**config.mk**
```make
export PLATFORM = sky130hd
export DESIGN_NAME = vcal_host
export DESIGN_NICKNAME = d
export VERILOG_FILES = /design/src/hdl/vcal_pkg.sv /design/src/hdl/vcal_host.sv
export SDC_FILE = /design/constraint.sdc
export NUM_CORES = 1
export LEC_CHECK = 0
export BUFFER_PORTS_ARGS = -buffer_cell sky130_fd_sc_hd__buf_2
export CORE_UTILIZATION = 50
export CTS_CLUSTER_SIZE = 20
export DETAILED_ROUTE_END_ITERATION = 7
export GPL_TIMING_DRIVEN = 0
export HOLD_SLACK_MARGIN = 0.06
export MAX_ROUTING_LAYER = met4
export PLACE_DENSITY = 0.75
export SLEW_MARGIN = 20
export SYNTH_ARGS = -nofsm -noshare
export SYNTH_HDL_FRONTEND = slang
export SYNTH_SLANG_ARGS = --single-unit
```
**constraint.sdc**
```tcl
create_clock -name mclk -period 2.5 [get_ports mclk]
set_input_delay 0.125 -clock mclk [delete_from_list [all_inputs] [get_ports mclk]]
set_output_delay 0.125 -clock mclk [all_outputs]
set_load 0.01 [all_outputs]
```
**src/hdl/vcal_pkg.sv**
```systemverilog
// Package for the host controller of the calibrator's two-wire programming link.
// Assumes a 50 MHz system clock and a software master reached over Avalon-MM.
`default_nettype none
package vcal_pkg;

    // System clock rate and link bit timing.
    localparam int CLK_MHZ = 50;
    localparam int T_QUARTER_NS = 2500; // Quarter of a 10 us bit period.
    localparam int QUARTER_CYC_RAW = (T_QUARTER_NS * CLK_MHZ) / 1000;
    localparam int QUARTER_CYC = (QUARTER_CYC_RAW < 1) ? 1 : QUARTER_CYC_RAW;

    // Fixed 7-bit device code of the calibrator.
    localparam logic [6:0] DEV_CODE = 7'h4E;

    // Register byte offsets.
    localparam logic [3:0] OFS_CMD = 4'h0;
    localparam logic [3:0] OFS_STATUS = 4'h4;
    localparam logic [3:0] OFS_RXDATA = 4'h8;

    // Command register fields.
    localparam int CMD_SET_LSB = 0;
    localparam int CMD_FINAL_BIT = 7;
    localparam int CMD_RW_BIT = 8;
    localparam int CMD_GO_BIT = 9;
    localparam logic [9:0] CMD_RESET = 10'h080;

    // Status register fields.
    localparam int ST_BUSY_BIT = 0;
    localparam int ST_DONE_BIT = 1;
    localparam int ST_AACK_BIT = 2;
    localparam int ST_DACK_BIT = 3;

    // Bit index of the acknowledge slot within a nine-clock byte.
    localparam logic [3:0] ACK_SLOT = 4'h8;

    // Link controller states.
    typedef enum logic [2:0] {
        VCAL_IDLE,
        VCAL_FREE,
        VCAL_START,
        VCAL_ADDR,
        VCAL_DATA,
        VCAL_STOP
    } vcal_state_e;

    // One transaction as software orders it.
    typedef struct packed {
        logic rw;            // One for read, zero for write.
        logic final_bit;     // One loads the setting, zero programs the store.
        logic [6:0] setting; // DAC setting to send.
    } vcal_cmd_s;

    // Open-drain pull-downs of the two link lines.
    typedef struct packed {
        logic scl_low;
        logic sda_low;
    } vcal_pins_s;

endpackage

`default_nettype wire
```
**src/hdl/vcal_host.sv**
```systemverilog
// Host controller that drives the calibrator over its two-wire serial link.
// Assumes pull-ups at both lines and an Avalon-MM software master clocked by mclk.
// Contract
// start only when both lines sit high
// START is SDA falling while SCL high
// STOP is SDA rising while SCL high
// data changes only while SCL is low
// one SCL clock per bit, both directions
// exactly address byte then data byte
// device answers only its fixed code
// eighth address bit one reads, zero writes
// address acked only if matched and idle
// read returns setting then a zero bit
// write setting with final bit one loads
// final bit zero requests nonvolatile store
// low programming supply refuses program command
// higher code gives more sink current
// every byte gets a ninth ack clock
// acknowledger holds SDA low through ack high
// master withholds ack after read byte
// no acknowledge during programming cycle
// poll with START plus address until acked
// programming needs the programming supply high
// device restores stored setting at power-up
// device ignores traffic after foreign address
//
// The address map and the Avalon-MM interface to the registers were chosen for this implementation.
`timescale 1ns/1ps
`default_nettype none

module vcal_host #(
    parameter int QUARTER_CYC = vcal_pkg::QUARTER_CYC // Clocks per quarter bit.
) (
    input wire logic mclk,                // System clock.
    input wire logic rstn,                // Asynchronous reset, active low.
    input wire logic [3:0] avs_address,   // Byte address.
    input wire logic avs_read,            // Read request.
    input wire logic avs_write,           // Write request.
    input wire logic [31:0] avs_writedata, // Write data.
    output logic [31:0] avs_readdata,     // Read data.
    output logic avs_waitrequest,         // Stall until the answer.
    input wire logic scl_i,               // Serial clock line level.
    output logic scl_o,                   // Serial clock drive value.
    output logic scl_oe_n,                // Low while pulling the clock line.
    input wire logic sda_i,               // Serial data line level.
    output logic sda_o,                   // Serial data drive value.
    output logic sda_oe_n                 // Low while pulling the data line.
);

    // Line synchronisers; only the second stages are read by logic.
    logic scl_m_q, scl_s_q, sda_m_q, sda_s_q;
    always_ff @(posedge mclk or negedge rstn) begin
        if (!rstn) begin
            scl_m_q <= 1'b1;
            scl_s_q <= 1'b1;
            sda_m_q <= 1'b1;
            sda_s_q <= 1'b1;
        end else begin
            scl_m_q <= scl_i;
            scl_s_q <= scl_m_q;
            sda_m_q <= sda_i;
            sda_s_q <= sda_m_q;
        end
    end

    // Quarter-bit divider; the link advances only on its one-cycle tick, except that a go leaves idle at once.
    logic [15:0] div_q, div_d;
    logic tick;
    always_comb begin
        tick = (div_q == 16'(QUARTER_CYC - 1));
        div_d = tick ? 16'h0000 : div_q + 16'h0001;
    end
    always_ff @(posedge mclk or negedge rstn) begin
        if (!rstn) begin
            div_q <= 16'h0000;
        end else begin
            div_q <= div_d;
        end
    end

    // Link engine state.
    vcal_pkg::vcal_state_e st_q, st_d;
    vcal_pkg::vcal_pins_s pins_q, pins_d;
    vcal_pkg::vcal_cmd_s cmd_q, cmd_d;
    logic [1:0] ph_q, ph_d;
    logic [3:0] bit_q, bit_d;
    logic [7:0] tx_q, tx_d;
    logic [7:0] rx_q, rx_d;
    logic ack_q, ack_d;
    logic done_q, done_d;
    logic aack_q, aack_d;
    logic dack_q, dack_d;
    logic go;
    logic busy;
    logic drive_bit;

    // Software side: a go write is taken only while the link is idle.
    logic resp_q, resp_d;
    logic [31:0] rdata_q, rdata_d;
    logic wr_take;

    assign busy = (st_q != vcal_pkg::VCAL_IDLE);
    assign wr_take = avs_write && resp_q && (avs_address == vcal_pkg::OFS_CMD);
    assign go = wr_take && avs_writedata[vcal_pkg::CMD_GO_BIT] && !busy;

    // Next values of the link engine, stepped once per quarter bit except the go out of idle.
    always_comb begin
        st_d = st_q;
        pins_d = pins_q;
        cmd_d = cmd_q;
        ph_d = ph_q;
        bit_d = bit_q;
        tx_d = tx_q;
        rx_d = rx_q;
        ack_d = ack_q;
        done_d = done_q;
        aack_d = aack_q;
        dack_d = dack_q;
        // Read data bytes and every ack slot leave the data line to the device.
        drive_bit = (bit_q != vcal_pkg::ACK_SLOT)
            && (st_q == vcal_pkg::VCAL_ADDR || !cmd_q.rw) && !tx_q[7];
        if (wr_take && !busy) begin
            cmd_d.rw = avs_writedata[vcal_pkg::CMD_RW_BIT];
            cmd_d.final_bit = avs_writedata[vcal_pkg::CMD_FINAL_BIT];
            cmd_d.setting = avs_writedata[vcal_pkg::CMD_SET_LSB +: 7];
        end
        unique case (st_q)
            vcal_pkg::VCAL_IDLE: begin
                if (go) begin
                    st_d = vcal_pkg::VCAL_FREE;
                    done_d = 1'b0;
                    aack_d = 1'b0;
                    dack_d = 1'b0;
                    ph_d = 2'd0;
                    tx_d = {vcal_pkg::DEV_CODE, avs_writedata[vcal_pkg::CMD_RW_BIT]};
                end
            end
            vcal_pkg::VCAL_FREE: begin
                // Wait for a quiet bus before claiming it.
                if (tick && scl_s_q && sda_s_q) begin
                    st_d = vcal_pkg::VCAL_START;
                end
            end
            vcal_pkg::VCAL_START: begin
                if (tick) begin
                    if (ph_q == 2'd0) begin
                        pins_d.sda_low = 1'b1;
                        ph_d = 2'd1;
                    end else begin
                        pins_d.scl_low = 1'b1;
                        st_d = vcal_pkg::VCAL_ADDR;
                        bit_d = 4'd0;
                        ph_d = 2'd0;
                    end
                end
            end
            vcal_pkg::VCAL_ADDR, vcal_pkg::VCAL_DATA: begin
                if (tick) begin
                    unique case (ph_q)
                        2'd0: begin
                            pins_d.sda_low = drive_bit;
                            ph_d = 2'd1;
                        end
                        2'd1: begin
                            pins_d.scl_low = 1'b0;
                            // A held-low clock line stretches the bit.
                            if (scl_s_q) begin
                                ph_d = 2'd2;
                            end
                        end
                        2'd2: begin
                            if (bit_q == vcal_pkg::ACK_SLOT) begin
                                ack_d = !sda_s_q;
                            end else begin
                                rx_d = {rx_q[6:0], sda_s_q};
                            end
                            ph_d = 2'd3;
                        end
                        2'd3: begin
                            pins_d.scl_low = 1'b1;
                            ph_d = 2'd0;
                            if (bit_q == vcal_pkg::ACK_SLOT) begin
                                bit_d = 4'd0;
                                if (st_q == vcal_pkg::VCAL_ADDR && ack_q) begin
                                    st_d = vcal_pkg::VCAL_DATA;
                                    aack_d = 1'b1;
                                    tx_d = {cmd_q.setting, cmd_q.final_bit};
                                end else begin
                                    // A refused address ends the attempt; software polls.
                                    st_d = vcal_pkg::VCAL_STOP;
                                    dack_d = (st_q == vcal_pkg::VCAL_DATA) && ack_q;
                                end
                            end else begin
                                bit_d = bit_q + 4'd1;
                                tx_d = {tx_q[6:0], 1'b0};
                            end
                        end
                        default: begin
                            ph_d = 2'd0;
                        end
                    endcase
                end
            end
            vcal_pkg::VCAL_STOP: begin
                if (tick) begin
                    unique case (ph_q)
                        2'd0: begin
                            pins_d.sda_low = 1'b1;
                            ph_d = 2'd1;
                        end
                        2'd1: begin
                            pins_d.scl_low = 1'b0;
                            if (scl_s_q) begin
                                ph_d = 2'd2;
                            end
                        end
                        default: begin
                            pins_d.sda_low = 1'b0;
                            ph_d = 2'd0;
                            st_d = vcal_pkg::VCAL_IDLE;
                            done_d = 1'b1;
                        end
                    endcase
                end
            end
            default: begin
                st_d = vcal_pkg::VCAL_IDLE;
            end
        endcase
    end

    // Registers of the link engine.
    always_ff @(posedge mclk or negedge rstn) begin
        if (!rstn) begin
            st_q <= vcal_pkg::VCAL_IDLE;
            pins_q <= '0;
            cmd_q <= vcal_pkg::CMD_RESET[8:0];
            ph_q <= 2'd0;
            bit_q <= 4'd0;
            tx_q <= 8'h00;
            rx_q <= 8'h00;
            ack_q <= 1'b0;
            done_q <= 1'b0;
            aack_q <= 1'b0;
            dack_q <= 1'b0;
        end else begin
            st_q <= st_d;
            pins_q <= pins_d;
            cmd_q <= cmd_d;
            ph_q <= ph_d;
            bit_q <= bit_d;
            tx_q <= tx_d;
            rx_q <= rx_d;
            ack_q <= ack_d;
            done_q <= done_d;
            aack_q <= aack_d;
            dack_q <= dack_d;
        end
    end

    // Open-drain pins: the value is always low, the enable does the work.
    assign scl_o = 1'b0;
    assign sda_o = 1'b0;
    assign scl_oe_n = !pins_q.scl_low;
    assign sda_oe_n = !pins_q.sda_low;

    // Every access waits exactly one cycle, so read data comes from a register.
    always_comb begin
        resp_d = (avs_read || avs_write) && !resp_q;
        rdata_d = rdata_q;
        if (resp_d) begin
            unique case (avs_address)
                vcal_pkg::OFS_CMD: rdata_d = {22'h00_0000, busy, cmd_q};
                vcal_pkg::OFS_STATUS: rdata_d = {28'h000_0000, dack_q, aack_q, done_q, busy};
                vcal_pkg::OFS_RXDATA: rdata_d = {24'h00_0000, rx_q};
                default: rdata_d = 32'h0000_0000;
            endcase
        end
    end
    always_ff @(posedge mclk or negedge rstn) begin
        if (!rstn) begin
            resp_q <= 1'b0;
            rdata_q <= 32'h0000_0000;
        end else begin
            resp_q <= resp_d;
            rdata_q <= rdata_d;
        end
    end
    assign avs_waitrequest = (avs_read || avs_write) && !resp_q;
    assign avs_readdata = rdata_q;

    // Checks of the driven lines and of the sequence.
    a_start_bus_free: assert property (@(posedge mclk) disable iff (!rstn)
        (st_q == vcal_pkg::VCAL_FREE && st_d == vcal_pkg::VCAL_START) |-> scl_s_q && sda_s_q)
        else $error("start claimed on a busy bus");
    a_sda_fall_edge: assert property (@(posedge mclk) disable iff (!rstn)
        $rose(pins_q.sda_low) |-> pins_q.scl_low || st_q == vcal_pkg::VCAL_START)
        else $error("data pulled low while clock high outside start");
    a_sda_rise_edge: assert property (@(posedge mclk) disable iff (!rstn)
        $fell(pins_q.sda_low) && !pins_q.scl_low |-> st_q == vcal_pkg::VCAL_IDLE)
        else $error("data released while clock high outside stop");
    a_data_stable_high: assert property (@(posedge mclk) disable iff (!rstn)
        (st_q inside {vcal_pkg::VCAL_ADDR, vcal_pkg::VCAL_DATA} && !pins_q.scl_low
        && $past(!pins_q.scl_low)) |-> $stable(pins_q.sda_low))
        else $error("data changed while clock high");
    a_addr_code_sent: assert property (@(posedge mclk) disable iff (!rstn)
        $rose(st_q == vcal_pkg::VCAL_FREE) |-> tx_q == {vcal_pkg::DEV_CODE, cmd_q.rw})
        else $error("address byte not the device code with direction");
    a_final_bit_sent: assert property (@(posedge mclk) disable iff (!rstn)
        $rose(st_q == vcal_pkg::VCAL_DATA) |-> tx_q == {cmd_q.setting, cmd_q.final_bit})
        else $error("data byte differs from the ordered setting");
    a_ack_slot_free: assert property (@(posedge mclk) disable iff (!rstn)
        (bit_q == vcal_pkg::ACK_SLOT && ph_q == 2'd2) |-> !pins_q.sda_low)
        else $error("master drove the acknowledge slot");
    a_read_nack: assert property (@(posedge mclk) disable iff (!rstn)
        (st_q == vcal_pkg::VCAL_DATA && cmd_q.rw && ph_q != 2'd0) |-> !pins_q.sda_low)
        else $error("master drove data during a read byte");
    a_nack_stops: assert property (@(posedge mclk) disable iff (!rstn)
        (st_q == vcal_pkg::VCAL_ADDR && bit_q == vcal_pkg::ACK_SLOT && ph_q == 2'd3
        && tick && !ack_q) |=> st_q == vcal_pkg::VCAL_STOP && !aack_q)
        else $error("refused address did not end in stop");
    a_two_bytes_only: assert property (@(posedge mclk) disable iff (!rstn)
        (st_q == vcal_pkg::VCAL_DATA) |=> st_q inside {vcal_pkg::VCAL_DATA, vcal_pkg::VCAL_STOP})
        else $error("more than two bytes in one transaction");
    a_data_then_stop: assert property (@(posedge mclk) disable iff (!rstn)
        (st_q == vcal_pkg::VCAL_DATA && bit_q == vcal_pkg::ACK_SLOT && ph_q == 2'd3 && tick)
        |=> st_q == vcal_pkg::VCAL_STOP)
        else $error("data byte not followed by stop");

endmodule

`default_nettype wire

```
* Word level (Yosys, flattened, before mapping)
Index checks and enable logic that the tools add are counted.
** Word-level totals
- Bits in writable memories :: 0
- Output and inout port bits :: 37
- Memories kept :: 0
- Logic and storage cells :: 155
- Latch bits :: 0
- Bits in read-only memories :: 0
- Flip-flop bits (word level) :: 93
** Operators by class
- Divide/modulo/power cells :: 0
- Multipliers :: 0
- Equality and inequality tests :: 30
- Reduce and logical (&&, ||, !) cells :: 43
- Bitwise operators :: 1
- Mux-type cells :: 58
- $add $sub $neg :: 2
- Shifts and indexed selects :: 0
- $lt $le $gt $ge :: 0
** Operator list (count)
- 8-bit 2-to-1 mux :: 5
- 2-bit inequality test, second input constant :: 15
- 10-bit one-hot mux with 3 select lines :: 1
- 3-bit 2-to-1 mux :: 9
- 4-bit 2-to-1 mux :: 5
- 1-bit 2-to-1 mux :: 17
- 16-bit by 1-bit adder with 16-bit output, second input constant :: 1
- 16-bit by 7-bit equality test with 1-bit output, second input constant :: 1
- 16-bit 2-to-1 mux :: 1
- 2-bit 2-to-1 mux :: 8
- 2-bit one-hot mux with 4 select lines :: 2
- 8-bit one-hot mux with 2 select lines :: 1
- 3-bit one-hot mux with 5 select lines :: 1
- 5-bit AND reduction :: 3
- 7-bit AND reduction :: 2
- 1-bit logical AND :: 12
- 4-bit AND reduction :: 3
- 6-bit AND reduction :: 2
- 1-bit one-hot mux with 2 select lines :: 5
- 9-bit AND reduction :: 1
- 4-bit equality test, second input constant :: 2
- 4-bit one-hot mux with 2 select lines :: 1
- 1-bit logical NOT :: 7
- 3-bit by 2-bit equality test with 1-bit output, second input constant :: 2
- 19 further kinds :: 27

* Depth between registers and ports, before layout
Gate-level depths: netlist of the first run.
- Word-level depth :: 7
- Depth in mapped cells :: 9

* Worst setup path before layout of the first run
Ideal clock, no wire load.
- Path type :: reg-to-reg
- From :: register div_q[0]
- To :: register tx_q[0]
- Data required time :: 2375 ps
- Cell stages (with the launch flop) :: 9
- Slack :: 315 ps
- Buffers on the path :: 1
- Arrival time :: 2060 ps
- Library setup time :: 125 ps
- Clock period less this slack :: 2185 ps
- Path through :: dfrtp_1 inv_1 ha_1 nor4b_2 and4_1 buf_2 nor2_1 a2111oi_4 mux2_4
** Between the ends
- Cells in the longest elaborated chain, start to end :: 3
** Ends and longest elaborated chain
- start: declaration :: RTL line vcal_host.sv:67 : logic [15:0] div_q, div_d;
- start signal: assignment :: RTL line vcal_host.sv:77 : div_q <= div_d;
- 16-bit by 7-bit equality test with 1-bit output :: RTL line vcal_host.sv:70 : tick = (div_q == 16'(QUARTER_CYC - 1));
- 2-bit inequality test (no line)
- 5-bit AND reduction (no line)
- end signal: assignment :: RTL line vcal_host.sv:252 : tx_q <= tx_d;
- end: declaration :: RTL line vcal_host.sv:87 : logic [7:0] tx_q, tx_d;
No other way between the ends.
A chain may end at the register's enable or synchronous reset.

* Final worst setup path of the first run
Ends and elaborated chain as after synthesis.

==> results of run 1 <==
## metrics by stage
stage / cells / setup WS, ps
final: 543 / 168
after global routing: 543 / 19.1
after CTS: 542 / 40.5
after detailed placement: 514 / 54.2
after global placement: 513 / 79.5
after floorplan: 382 / 315
## cells in the final DEF, fill, tap and decap left out, types with 3 or more instances in the layout
cell type / Yosys / final
nor2_1: 19 / 19
mux2i_1: 15 / 15
or4_1: 3 / 3
dlygate4sd3_1: 0 / 12
or3_1: 3 / 3
o22ai_1: 4 / 4
dfrtp_1: 66 / 66
ha_1: 4 / 4
a2bb2oi_1: 5 / 5
mux2_1: 9 / 9
dfstp_2: 5 / 5
mux2_4: 9 / 9
clkbuf_8: 0 / 9
a21oi_1: 13 / 13
conb_1: 1 / 24
buf_4: 24 / 25
buf_2: 4 / 35
nand4_1: 5 / 5
nor3_1: 6 / 5
a22o_1: 5 / 5
xnor2_1: 6 / 6
o31ai_1: 4 / 4
clkbuf_1: 9 / 8
inv_1: 16 / 16
nand2b_1: 4 / 4
o21ai_0: 28 / 28
nor2b_1: 3 / 3
and3_1: 5 / 5
nand3_1: 11 / 11
nand2_1: 29 / 29
xor2_1: 7 / 7
bufinv_16: 0 / 3
## path summary, 6_finish.rpt
kind	endpoint	slack, ps	depth (start not counted)
worst max-delay path	tx_q[0]	170	8
worst min-delay path	avs_readdata[5]	170	3
worst max register to register	tx_q[0]	170	8
worst min register to register	scl_s_q	360	0
max in group asynchronous	scl_s_q	1660	3
min in group asynchronous	avs_readdata[5]	210	2
## sequential cells by signal, indices dropped and copies added, names as in the netlist
| name | cells |
|---|---|
| div_q | 16 |
| avs_readdata | 10 |
| cmd_q | 9 |
| rx_q | 8 |
| tx_q | 8 |
| bit_q | 4 |
| st_q | 3 |
| ph_q | 2 |
| pins_q | 2 |
| aack_q | 1 |
| ack_q | 1 |
| dack_q | 1 |
| done_q | 1 |
| resp_q | 1 |
| scl_m_q | 1 |
| scl_s_q | 1 |
| sda_m_q | 1 |
| sda_s_q | 1 |
## cell type report
cell class,count,area [um2],area share (%)
Sequential cell,71,1780,39.1
Multi-Input combinational cell,256,1780,39.0
Timing Repair Buffer,46,323,7.07
Buffer,39,249,5.46
Clock buffer,9,124,2.71
Tap cell,99,124,2.71
Clock inverter,7,120,2.63
Inverter,16,60.1,1.32
## worst max-delay path, cell delays in order, from the launching register on
cell and delay (ps):
dfrtp_1 460, inv_1 90, ha_1 140, nor4b_4 230, and4_1 220, buf_2 190, nor2_1 90, a2111oi_4 460
mux2_4 350
## cells in the mapped netlist (4+ instances only)
| library cell | instances | area share, % |
|---|---|---|
| dfstp_2 | 5 | 3.5 |
| nand2_1 | 29 | 2.9 |
| o31ai_1 | 4 | 0.80 |
| a22o_1 | 5 | 1.2 |
| nand3_1 | 11 | 1.5 |
| ha_1 | 4 | 1.3 |
| clkbuf_1 | 9 | 0.90 |
| a2bb2oi_1 | 5 | 1.2 |
| mux2_1 | 9 | 2.7 |
| nand2b_1 | 4 | 0.66 |
| o21ai_0 | 28 | 3.7 |
| xnor2_1 | 6 | 1.4 |
| xor2_1 | 7 | 1.6 |
| buf_4 | 24 | 4.8 |
| a21oi_1 | 13 | 1.7 |
| dfrtp_1 | 66 | 44 |
| nor2_1 | 19 | 1.9 |
| o22ai_1 | 4 | 0.66 |
| and3_1 | 5 | 0.83 |
| nor3_1 | 6 | 0.80 |
| mux2i_1 | 15 | 4.0 |
| buf_2 | 4 | 0.53 |
| nand4_1 | 5 | 0.83 |
| inv_1 | 16 | 1.6 |
| mux2_4 | 9 | 3.6 |
## routing by layer
layer / track usage [%] / routed length [um] / part of all wire, %
met2: 36.7 / 3850 / 50
met5: - / 0 / 0
met1: 26.1 / 3390 / 44
met4: 6.30 / 62 / 0.81
met3: 7.00 / 378 / 4.9
## cells by family after synthesis
logic type	Yosys count	share of synthesized area, %
AO/OA/AOI/OAI	74	13.3
XOR/XNOR	13	3.02
flip-flops	71	47.3
adder cells (fa/ha/maj)	4	1.33
multiplexers	35	10.8
other	1	0.0994
AND/OR/NAND/NOR	106	15.9
buffers and inverters	55	8.19
## timing repair
item                                    in CTS  in global routing
hold endpoints to repair                    78                  0
hold buffers                                12                  0
buffers inserted                             0                  1
endpoints found under the setup margin       0                 10
resized for setup                            0                  3
## where the power goes
group	internal [mW]	total, mW	switching (mW)
Combinational	0.0654	0.143	0.0773
Sequential	1.16	1.16	0.00600
Clock	0.666	1.11	0.446
Total	1.89	2.42	0.529
==> impl_metrics.ini, run 1 <==
[final_layout]
area_delta_synth_final_pct = 21.0
post-route-util_pct = 62.6
nets = 485
finalInstanceArea_um2 = 4560
filler_cell_count = 625
antenna-diode-count = 0
proportion_of_layout_cells_with_a_drive_suffix_above_1_pct = 24.5

[clocking]
clock_tree.htree_level_count = 3
worst_skew_pair.late_latency_ps = 350
cts_tree = built
root_buffer_cell = clkbuf_8
tritoncts.num_buffers = 9
tritoncts_num_sinks = 71
max-clock-path-buffers = 2
cts.clk_slew.worst_paths_ps = 80

[critical_path]
worstPathMaxFanout = 8
source_of_the_critical_timing_path = div_q[0]
critical_path.endpoint_type = flop
crit-reg2reg-launch = div_q[0]
worst-endpoint-required_ps = 2740
crit_path_start_kind = flop
worst-endpoint-arrival_ps = 2570
setup.worst_path.class = flop to flop

[floorplanning]
core.rowCount = 31
core_region_area_um2 = 7290
die-width_um = 88.9
floorplan.die.height_um = 88.9
fp.dieArea_um2 = 7900
start_util_pct = 51.7
design.portCount = 79

[detailed_routing]
drtAntennaViolNets = 0
vias_per_cell = 5.16
wire_per_inst_um = 14.2
route.final.wire_length_mm = 7.69
dr.pass1.iters = 5
detailroute.via_count = 2803
remaining_drc_errors = 0
first_iter_violations = 212

[place]
post-dp-hpwl_mm = 5.53
port_buffers = 32
gp_routability_congestion = 0.904
instance_area_after_placement_um2 = 4170

[sta]
holdWs_ps = 174
tightest_slew_ps = 959
timing.clock.skew_ps = 11.6
finalHoldViolations = 0
finalCritPeriodShare_pct = 93.3
post-route-min-period_ps = 2330
drv_slew = 0
slew-limit-headroom_pct = 34.4
final-setup-viol-count = 0
fmaxAchievable_mhz = 429
rsz0062_at_grt = false
setup_total_negative_slack_ps = 0

[synthesis]
ys_async_sr_fraction_pct = 100
postSynth.topFlopCell = dfrtp_1
yosysWarnings = 0
syn-mean-instance-area_um2 = 10.5
post_synth_inst_count = 359
synth_area_um2 = 3770
synth_sequential_area_ratio_pct = 47.3
synth.distinct_cells = 60
ys_ff_latch = 71
number_of_flops_mapped_to_enable_cells_by_yosys = 0

[global_routing]
grt_antenna_before_repair = 0
via_count_of_the_first_global_routing_pass = 2694
global_route.usage.total_pct = 22.2
grt_pass1_wl_mm = 12.6
grt_overflow_total = 0
grt_start_max_net_pins = 45

[pwr]
leakage_nw = 2.19
power-per-cell-area_nw_per_um2 = 530
post-layout-total-power_mw = 2.42
vdd_drop_max_v = 0.000288

[status]
status = finished, final reports clean

[run]
maxCapViolations = 0

[worst_hold_path]
source_of_the_worst_hold_timing_path = avs_address[1]
hold_path_class = input port to flop
Note: power is estimated with default switching activity, not from simulation.
==> run 2, diff against run 1 <==
--- a/config.mk
+++ b/config.mk
@@ -5,6 +5,7 @@
 export SDC_FILE = /design/constraint.sdc
 export NUM_CORES = 1
 export LEC_CHECK = 0
+export ABC_AREA = 0
 export BUFFER_PORTS_ARGS = -buffer_cell sky130_fd_sc_hd__buf_2
 export CORE_UTILIZATION = 50
 export CTS_CLUSTER_SIZE = 20
@@ -13,6 +14,7 @@
 export HOLD_SLACK_MARGIN = 0.06
 export MAX_ROUTING_LAYER = met4
 export PLACE_DENSITY = 0.75
+export RECOVER_POWER = 25
 export SLEW_MARGIN = 20
 export SYNTH_ARGS = -nofsm -noshare
 export SYNTH_HDL_FRONTEND = slang
==> run 2 against run 1 <==
  * The flow now finishes with violations (capacitance limit, slew limit)
  * Sequential power is essentially flat
  * Die area is the same
  * Wire length is essentially flat
  * Non-clock buffer count is the same
  * Global-route usage is the same
  * Final cell count is the same
  * Combinational power is essentially flat
  * Power is essentially flat
  * Hold slack is essentially flat
  * Clock-buffer cell count is the same
  * Utilization shrank 0.052 points
  * Sequential share of layout area is essentially flat
==> impl_metrics.ini, run 2 (same netlist as run 1, synthesis figures left out) <==
[worst_hold_path]
min_delay_worst_endpoint = avs_readdata[5]
source_of_the_worst_hold_timing_path = avs_address[1]
hold-path-cell-count = 3
hold_path_class = input port to flop

[sta]
finalCritPeriodShare_pct = 93.3
finalHoldViolations = 0
rsz0062_at_grt = false
timing.clock.skew_ps = 11.7
post-route-min-period_ps = 2330
setup_total_negative_slack_ps = 0
final-setup-viol-count = 0
tightest_slew_ps = 1560
drv_slew = 28
slew-limit-headroom_pct = -3.96
fmaxAchievable_mhz = 429

[final_layout]
max_flop_register = div_q
mostFrequentLayoutCells = dfrtp_1 (66), buf_2 (35), nand2_1 (29)
antenna-diode-count = 0
layout.cells.most_common = dfrtp_1
proportion_of_layout_cells_with_a_drive_suffix_above_1_pct = 24.3
nets = 485
area_delta_synth_final_pct = 20.9
largest_register_ffs = 16

[clocking]
cts.clk_slew.worst_paths_ps = 80
cts_tree = built
tritoncts.num_buffers = 9
clock_tree.htree_level_count = 3
worst_skew_pair.late_latency_ps = 350
tritoncts_num_sinks = 71
root_buffer_cell = clkbuf_8
max-clock-path-buffers = 2

[critical_path]
crit_path_start_kind = flop
worst-endpoint-arrival_ps = 2570
worstPathMaxFanout = 8
max_stage_delay_ps = 460
worst-endpoint-required_ps = 2740
ff2ff_path_depth = 8
critical_path.endpoint_type = flop
crit-reg2reg-capture = tx_q[0]
crit-reg2reg-launch = div_q[0]
setup.worst_path.class = flop to flop
worstPathCellList = inv_1 > ha_1 > nor4b_4 > and4_1 > buf_2 > nor2_1 > a2111oi_4 > mux2_4
rrSetupSlack_ps = 170
cpMaxStageDelayCell = dfrtp_1

[pwr]
power_report.internal_total_mw = 1.89
comb_power_share_pct = 5.9
leakage_nw = 2.19
power-per-cell-area_nw_per_um2 = 530
share_seq_of_total_power_pct = 48.2
post-layout-total-power_mw = 2.42
p_sw_share_pct = 21.9
switching_power_mw = 0.530
clkPwrFrac_pct = 46.0
vdd_drop_max_v = 0.000288

[global_routing]
grt_pass1_wl_mm = 12.6
met2_usage_pct = 36.7
grt_antenna_before_repair = 0
global_route.usage.total_pct = 22.2
grt_overflow_total = 0
grt-busiest-layer = met2
global_route.usage.met1_pct = 26.1
use_met3_pct = 7.00
via_count_of_the_first_global_routing_pass = 2694
grt_start_max_net_pins = 45

[detailed_routing]
route.final.wire_length_mm = 7.69
vias_per_cell = 5.16
dr.pass1.iters = 4
first_iter_violations = 212
detailroute.via_count = 2802
drtAntennaViolNets = 0
remaining_drc_errors = 0
wire_per_inst_um = 14.2

[status]
status = finished with violations
violations = capacitance limit, slew limit

[floorplanning]
floorplan.die.height_um = 88.9
start_util_pct = 51.7
design.portCount = 79
core_region_area_um2 = 7290
core.rowCount = 31
fp.dieArea_um2 = 7900
die-width_um = 88.9

[place]
post-dp-hpwl_mm = 5.53
gp_routability_congestion = 0.904
port_buffers = 32

[run]
maxCapViolations = 1
[run 2: layout make-up]
class                      count  area [um2]
timing repair buffer          46         319
clock inverter                 7         120
tap                           99         124
sequential                    71        1780
fill                         625        2730
inverter                      16        60.1
clock buffer                   9         124
multi-input combinational    256        1780
buffer                        39         249
[run 2: worst max-delay path by stage]
stage                     endpoint  depth (start not counted)     start  slack (ps)
final                      tx_q[0]                          8  div_q[0]         170
after global routing       tx_q[0]                          8  div_q[0]          20
after CTS                  tx_q[0]                          8  div_q[0]          40
after detailed placement   tx_q[0]                          8  div_q[0]          50
after global placement     tx_q[0]                          8  div_q[0]          80
after floorplan            tx_q[0]                          8  div_q[0]         320
[run 2: metrics by stage]
step / std cells / hold WS (ps) / worst slack (ps) / util, % / area [um2]
final: 543 / 174 / 168 / 62.5 / 4560
after global routing: 543 / 186 / 19.1 / 62.5 / 4560
after CTS: 542 / 167 / 40.5 / 62.1 / 4530
after detailed placement: 514 / 65.0 / 54.2 / 57.1 / 4170
after global placement: 513 / 234 / 79.5 / 56.8 / 4140
after floorplan: 382 / -171 / 315 / - / 3860
[run 2: repair_timing]
item | CTS | global route
hold endpoints to repair | 78 | 0
endpoints found under the setup margin | 0 | 10
setup buffers | 0 | 1
resized for setup | 0 | 3
hold buffers | 12 | 0
[run 2: routing by layer]
layer | routed length [um] | part of all wire, % | up-vias
met5 | 0 | 0 | -
met4 | 62 | 0.81 | 0
met3 | 363 | 4.7 | 7
met2 | 3850 | 50 | 74
met1 | 3410 | 44 | 1330
li1 | - | - | 1391
[run 2: power groups by stage]
| stage | sequential, mW | combinational (mW) | clock, mW |
|---|---|---|---|
| floorplan | 1.19 | 0.0714 | 0 |
| global placement | 1.19 | 0.123 | 0 |
| detailed placement | 1.19 | 0.129 | 0 |
| CTS | 1.16 | 0.144 | 1.14 |
| global route | 1.17 | 0.162 | 1.19 |
| finish | 1.16 | 0.142 | 1.11 |
[run 2: critical path: cells and delay by family (launching register included)]
kind	cells	cell delay, ps
AND/OR/NAND/NOR	3	540
flip-flops	1	460
AO/OA/AOI/OAI	1	460
multiplexers	1	350
buffers and inverters	2	280
adder cells (fa/ha/maj)	1	140
==> run 3, diff against run 2 <==
--- a/config.mk
+++ b/config.mk
@@ -7,13 +7,13 @@
 export LEC_CHECK = 0
 export ABC_AREA = 0
 export BUFFER_PORTS_ARGS = -buffer_cell sky130_fd_sc_hd__buf_2
-export CORE_UTILIZATION = 50
+export CORE_UTILIZATION = 38
 export CTS_CLUSTER_SIZE = 20
 export DETAILED_ROUTE_END_ITERATION = 7
 export GPL_TIMING_DRIVEN = 0
 export HOLD_SLACK_MARGIN = 0.06
 export MAX_ROUTING_LAYER = met4
-export PLACE_DENSITY = 0.75
+export PLACE_DENSITY = 0.6
 export RECOVER_POWER = 25
 export SLEW_MARGIN = 20
 export SYNTH_ARGS = -nofsm -noshare
==> run 3 against run 2 <==
  * The run now ends clean
  * Utilization down 14 points
  * Via count grew 0.71%
  * First-iteration DRC count is 46% lower
  * Final area fell by 0.52%
  * Flip-flop and latch count unchanged
  * Clock power fell by 15%
  * Critical path depth unchanged
  * Die area up 31%
  * Critical path type unchanged
  * Critical endpoint unchanged
==> impl_metrics.ini, run 3 (same netlist as run 1, synthesis figures left out) <==
[status]
status = finished, final reports clean

[clocking]
worst_skew_pair.late_latency_ps = 340
tritoncts_num_sinks = 71
root_buffer_cell = clkbuf_8
cts_tree = built
cts.clk_slew.worst_paths_ps = 80
tritoncts.num_buffers = 9
max-clock-path-buffers = 2
clock_tree.htree_level_count = 3

[sta]
final-setup-viol-count = 0
finalCritPeriodShare_pct = 96.9
tightest_slew_ps = 1140
timing.clock.skew_ps = 11.3
drv_slew = 0
finalHoldViolations = 0
rsz0062_at_grt = true
fmaxAchievable_mhz = 413
post-route-min-period_ps = 2420
holdWs_ps = 188
slew-limit-headroom_pct = 23.8

[final_layout]
layout.cells.most_common = dfrtp_1
antenna-diode-count = 0
max_flop_register = div_q
nets = 485
area_delta_synth_final_pct = 20.2
proportion_of_layout_cells_with_a_drive_suffix_above_1_pct = 24.5
finalInstanceArea_um2 = 4540
filler_cell_count = 897
largest_register_ffs = 16
mostFrequentLayoutCells = dfrtp_1 (66), buf_2 (35), nand2_1 (29)

[floorplanning]
start_util_pct = 40.1
floorplan.die.height_um = 102
design.portCount = 79
fp.dieArea_um2 = 10300
core_region_area_um2 = 9420
core.rowCount = 35
die-width_um = 102

[critical_path]
crit_family = simple AND/OR/NAND/NOR gates
critical_path.endpoint_type = flop
setup.worst_path.class = flop to flop
worstPathMaxFanout = 8
crit_path_start_kind = flop
worstSetupPathDepth = 8
worst-endpoint-required_ps = 2730
max_stage_delay_ps = 490
worst-endpoint-arrival_ps = 2660
crit-reg2reg-capture = tx_q[0]
rrSetupSlack_ps = 80
ff2ff_path_depth = 8
cpMaxStageDelayCell = a2111oi_4
worstPathCellList = inv_1 > ha_1 > nor4b_2 > and4_1 > buf_2 > nor2_1 > a2111oi_4 > mux2_4
worst-path-buf-inv = 2
crit-reg2reg-launch = div_q[0]

[detailed_routing]
route.final.wire_length_mm = 7.82
drtAntennaViolNets = 0
detailroute.via_count = 2822
first_iter_violations = 115
vias_per_cell = 4.92
wire_per_inst_um = 13.6
remaining_drc_errors = 0
dr.pass1.iters = 4

[global_routing]
grt_antenna_before_repair = 0
grt_pass1_wl_mm = 13.0
global_route.usage.total_pct = 17.0
grt_overflow_total = 0
grt_start_max_net_pins = 52
via_count_of_the_first_global_routing_pass = 2686

[worst_hold_path]
source_of_the_worst_hold_timing_path = avs_address[1]
hold_path_class = input port to flop
min_delay_worst_endpoint = avs_readdata[7]
hold-path-cell-count = 3

[place]
port_buffers = 32
post-dp-hpwl_mm = 5.67
gp_routability_congestion = 0.897
instance_area_after_placement_um2 = 4210

[pwr]
post-layout-total-power_mw = 2.25
vdd_drop_max_v = 0.000262
leakage_nw = 2.16
power-per-cell-area_nw_per_um2 = 495

[run]
maxCapViolations = 0
==> run 3: changes by cell type in the layout (fill, tap and decap cells not counted), sizes merged <==
| cell | change |
|---|---|
| clkbuf | +2 |
| clkinvlp | +2 |
| bufinv | -2 |
| clkinv | -2 |
| inv | +2 |
| buf | -2 |
==> run 3: timing repair <==
item                                   CTS  global route
setup endpoints to repair                1            10
hold buffers                            12             0
gates cloned                             0             0
pin swaps                                1             1
endpoints found under the hold margin   77             0
gates resized for setup                  0             3
buffers inserted                         0             1
==> run 3: layout make-up <==
| type | count | area [um2] | share of cell area, % |
|---|---|---|---|
| sequential | 71 | 1780 | 39.3 |
| multi-input combinational | 256 | 1770 | 39.1 |
| timing repair buffer | 46 | 307 | 6.76 |
| buffer | 39 | 250 | 5.52 |
| tap | 129 | 161 | 3.56 |
| clock buffer | 9 | 124 | 2.73 |
| clock inverter | 7 | 78.8 | 1.74 |
| inverter | 16 | 60.1 | 1.32 |
==> run 3: worst min-delay path, stage by stage <==
cell and delay, ps:
buf_2 100, or4_1 170, o21ai_0 100
==> run 3: metal layers <==
layer / global-route usage (%) / share of wire (%)
met1: 21.6 / 48
met2: 26.5 / 46
met4: 6.13 / 1.4
met3: 3.73 / 4.5
met5: - / 0
==> run 3: worst max-delay path by stage <==
| stage | from | to | slack [ps] |
|---|---|---|---|
| 2_1_floorplan | div_q[0] | tx_q[0] | 320 |
| 3_3_place_gp | div_q[0] | tx_q[0] | 70 |
| 3_5_place_dp | div_q[0] | tx_q[0] | 20 |
| 4_1_cts | div_q[0] | rx_q[3] | 50 |
| 5_1_grt | div_q[0] | tx_q[0] | -60 |
| 6_report | div_q[0] | tx_q[0] | 80 |
==> run 3: through the flow <==
stage	setup WS, ps	util (%)	setup TNS [ps]	cells
2_1_floorplan	315	-	0	382
3_3_place_gp	73.0	44.4	0	543
3_5_place_dp	18.0	44.7	0	544
4_1_cts	47.8	48.1	0	572
5_1_grt	-59.1	48.2	-59.1	573
6_report	78.3	48.2	0	573
==> run 3: where the power goes <==
| part | internal [mW] | leakage [nW] | switching, mW |
|---|---|---|---|
| logic | 0.0623 | 1.14 | 0.0773 |
| registers | 1.16 | 0.921 | 0.00639 |
| clock network | 0.471 | 0.0929 | 0.472 |
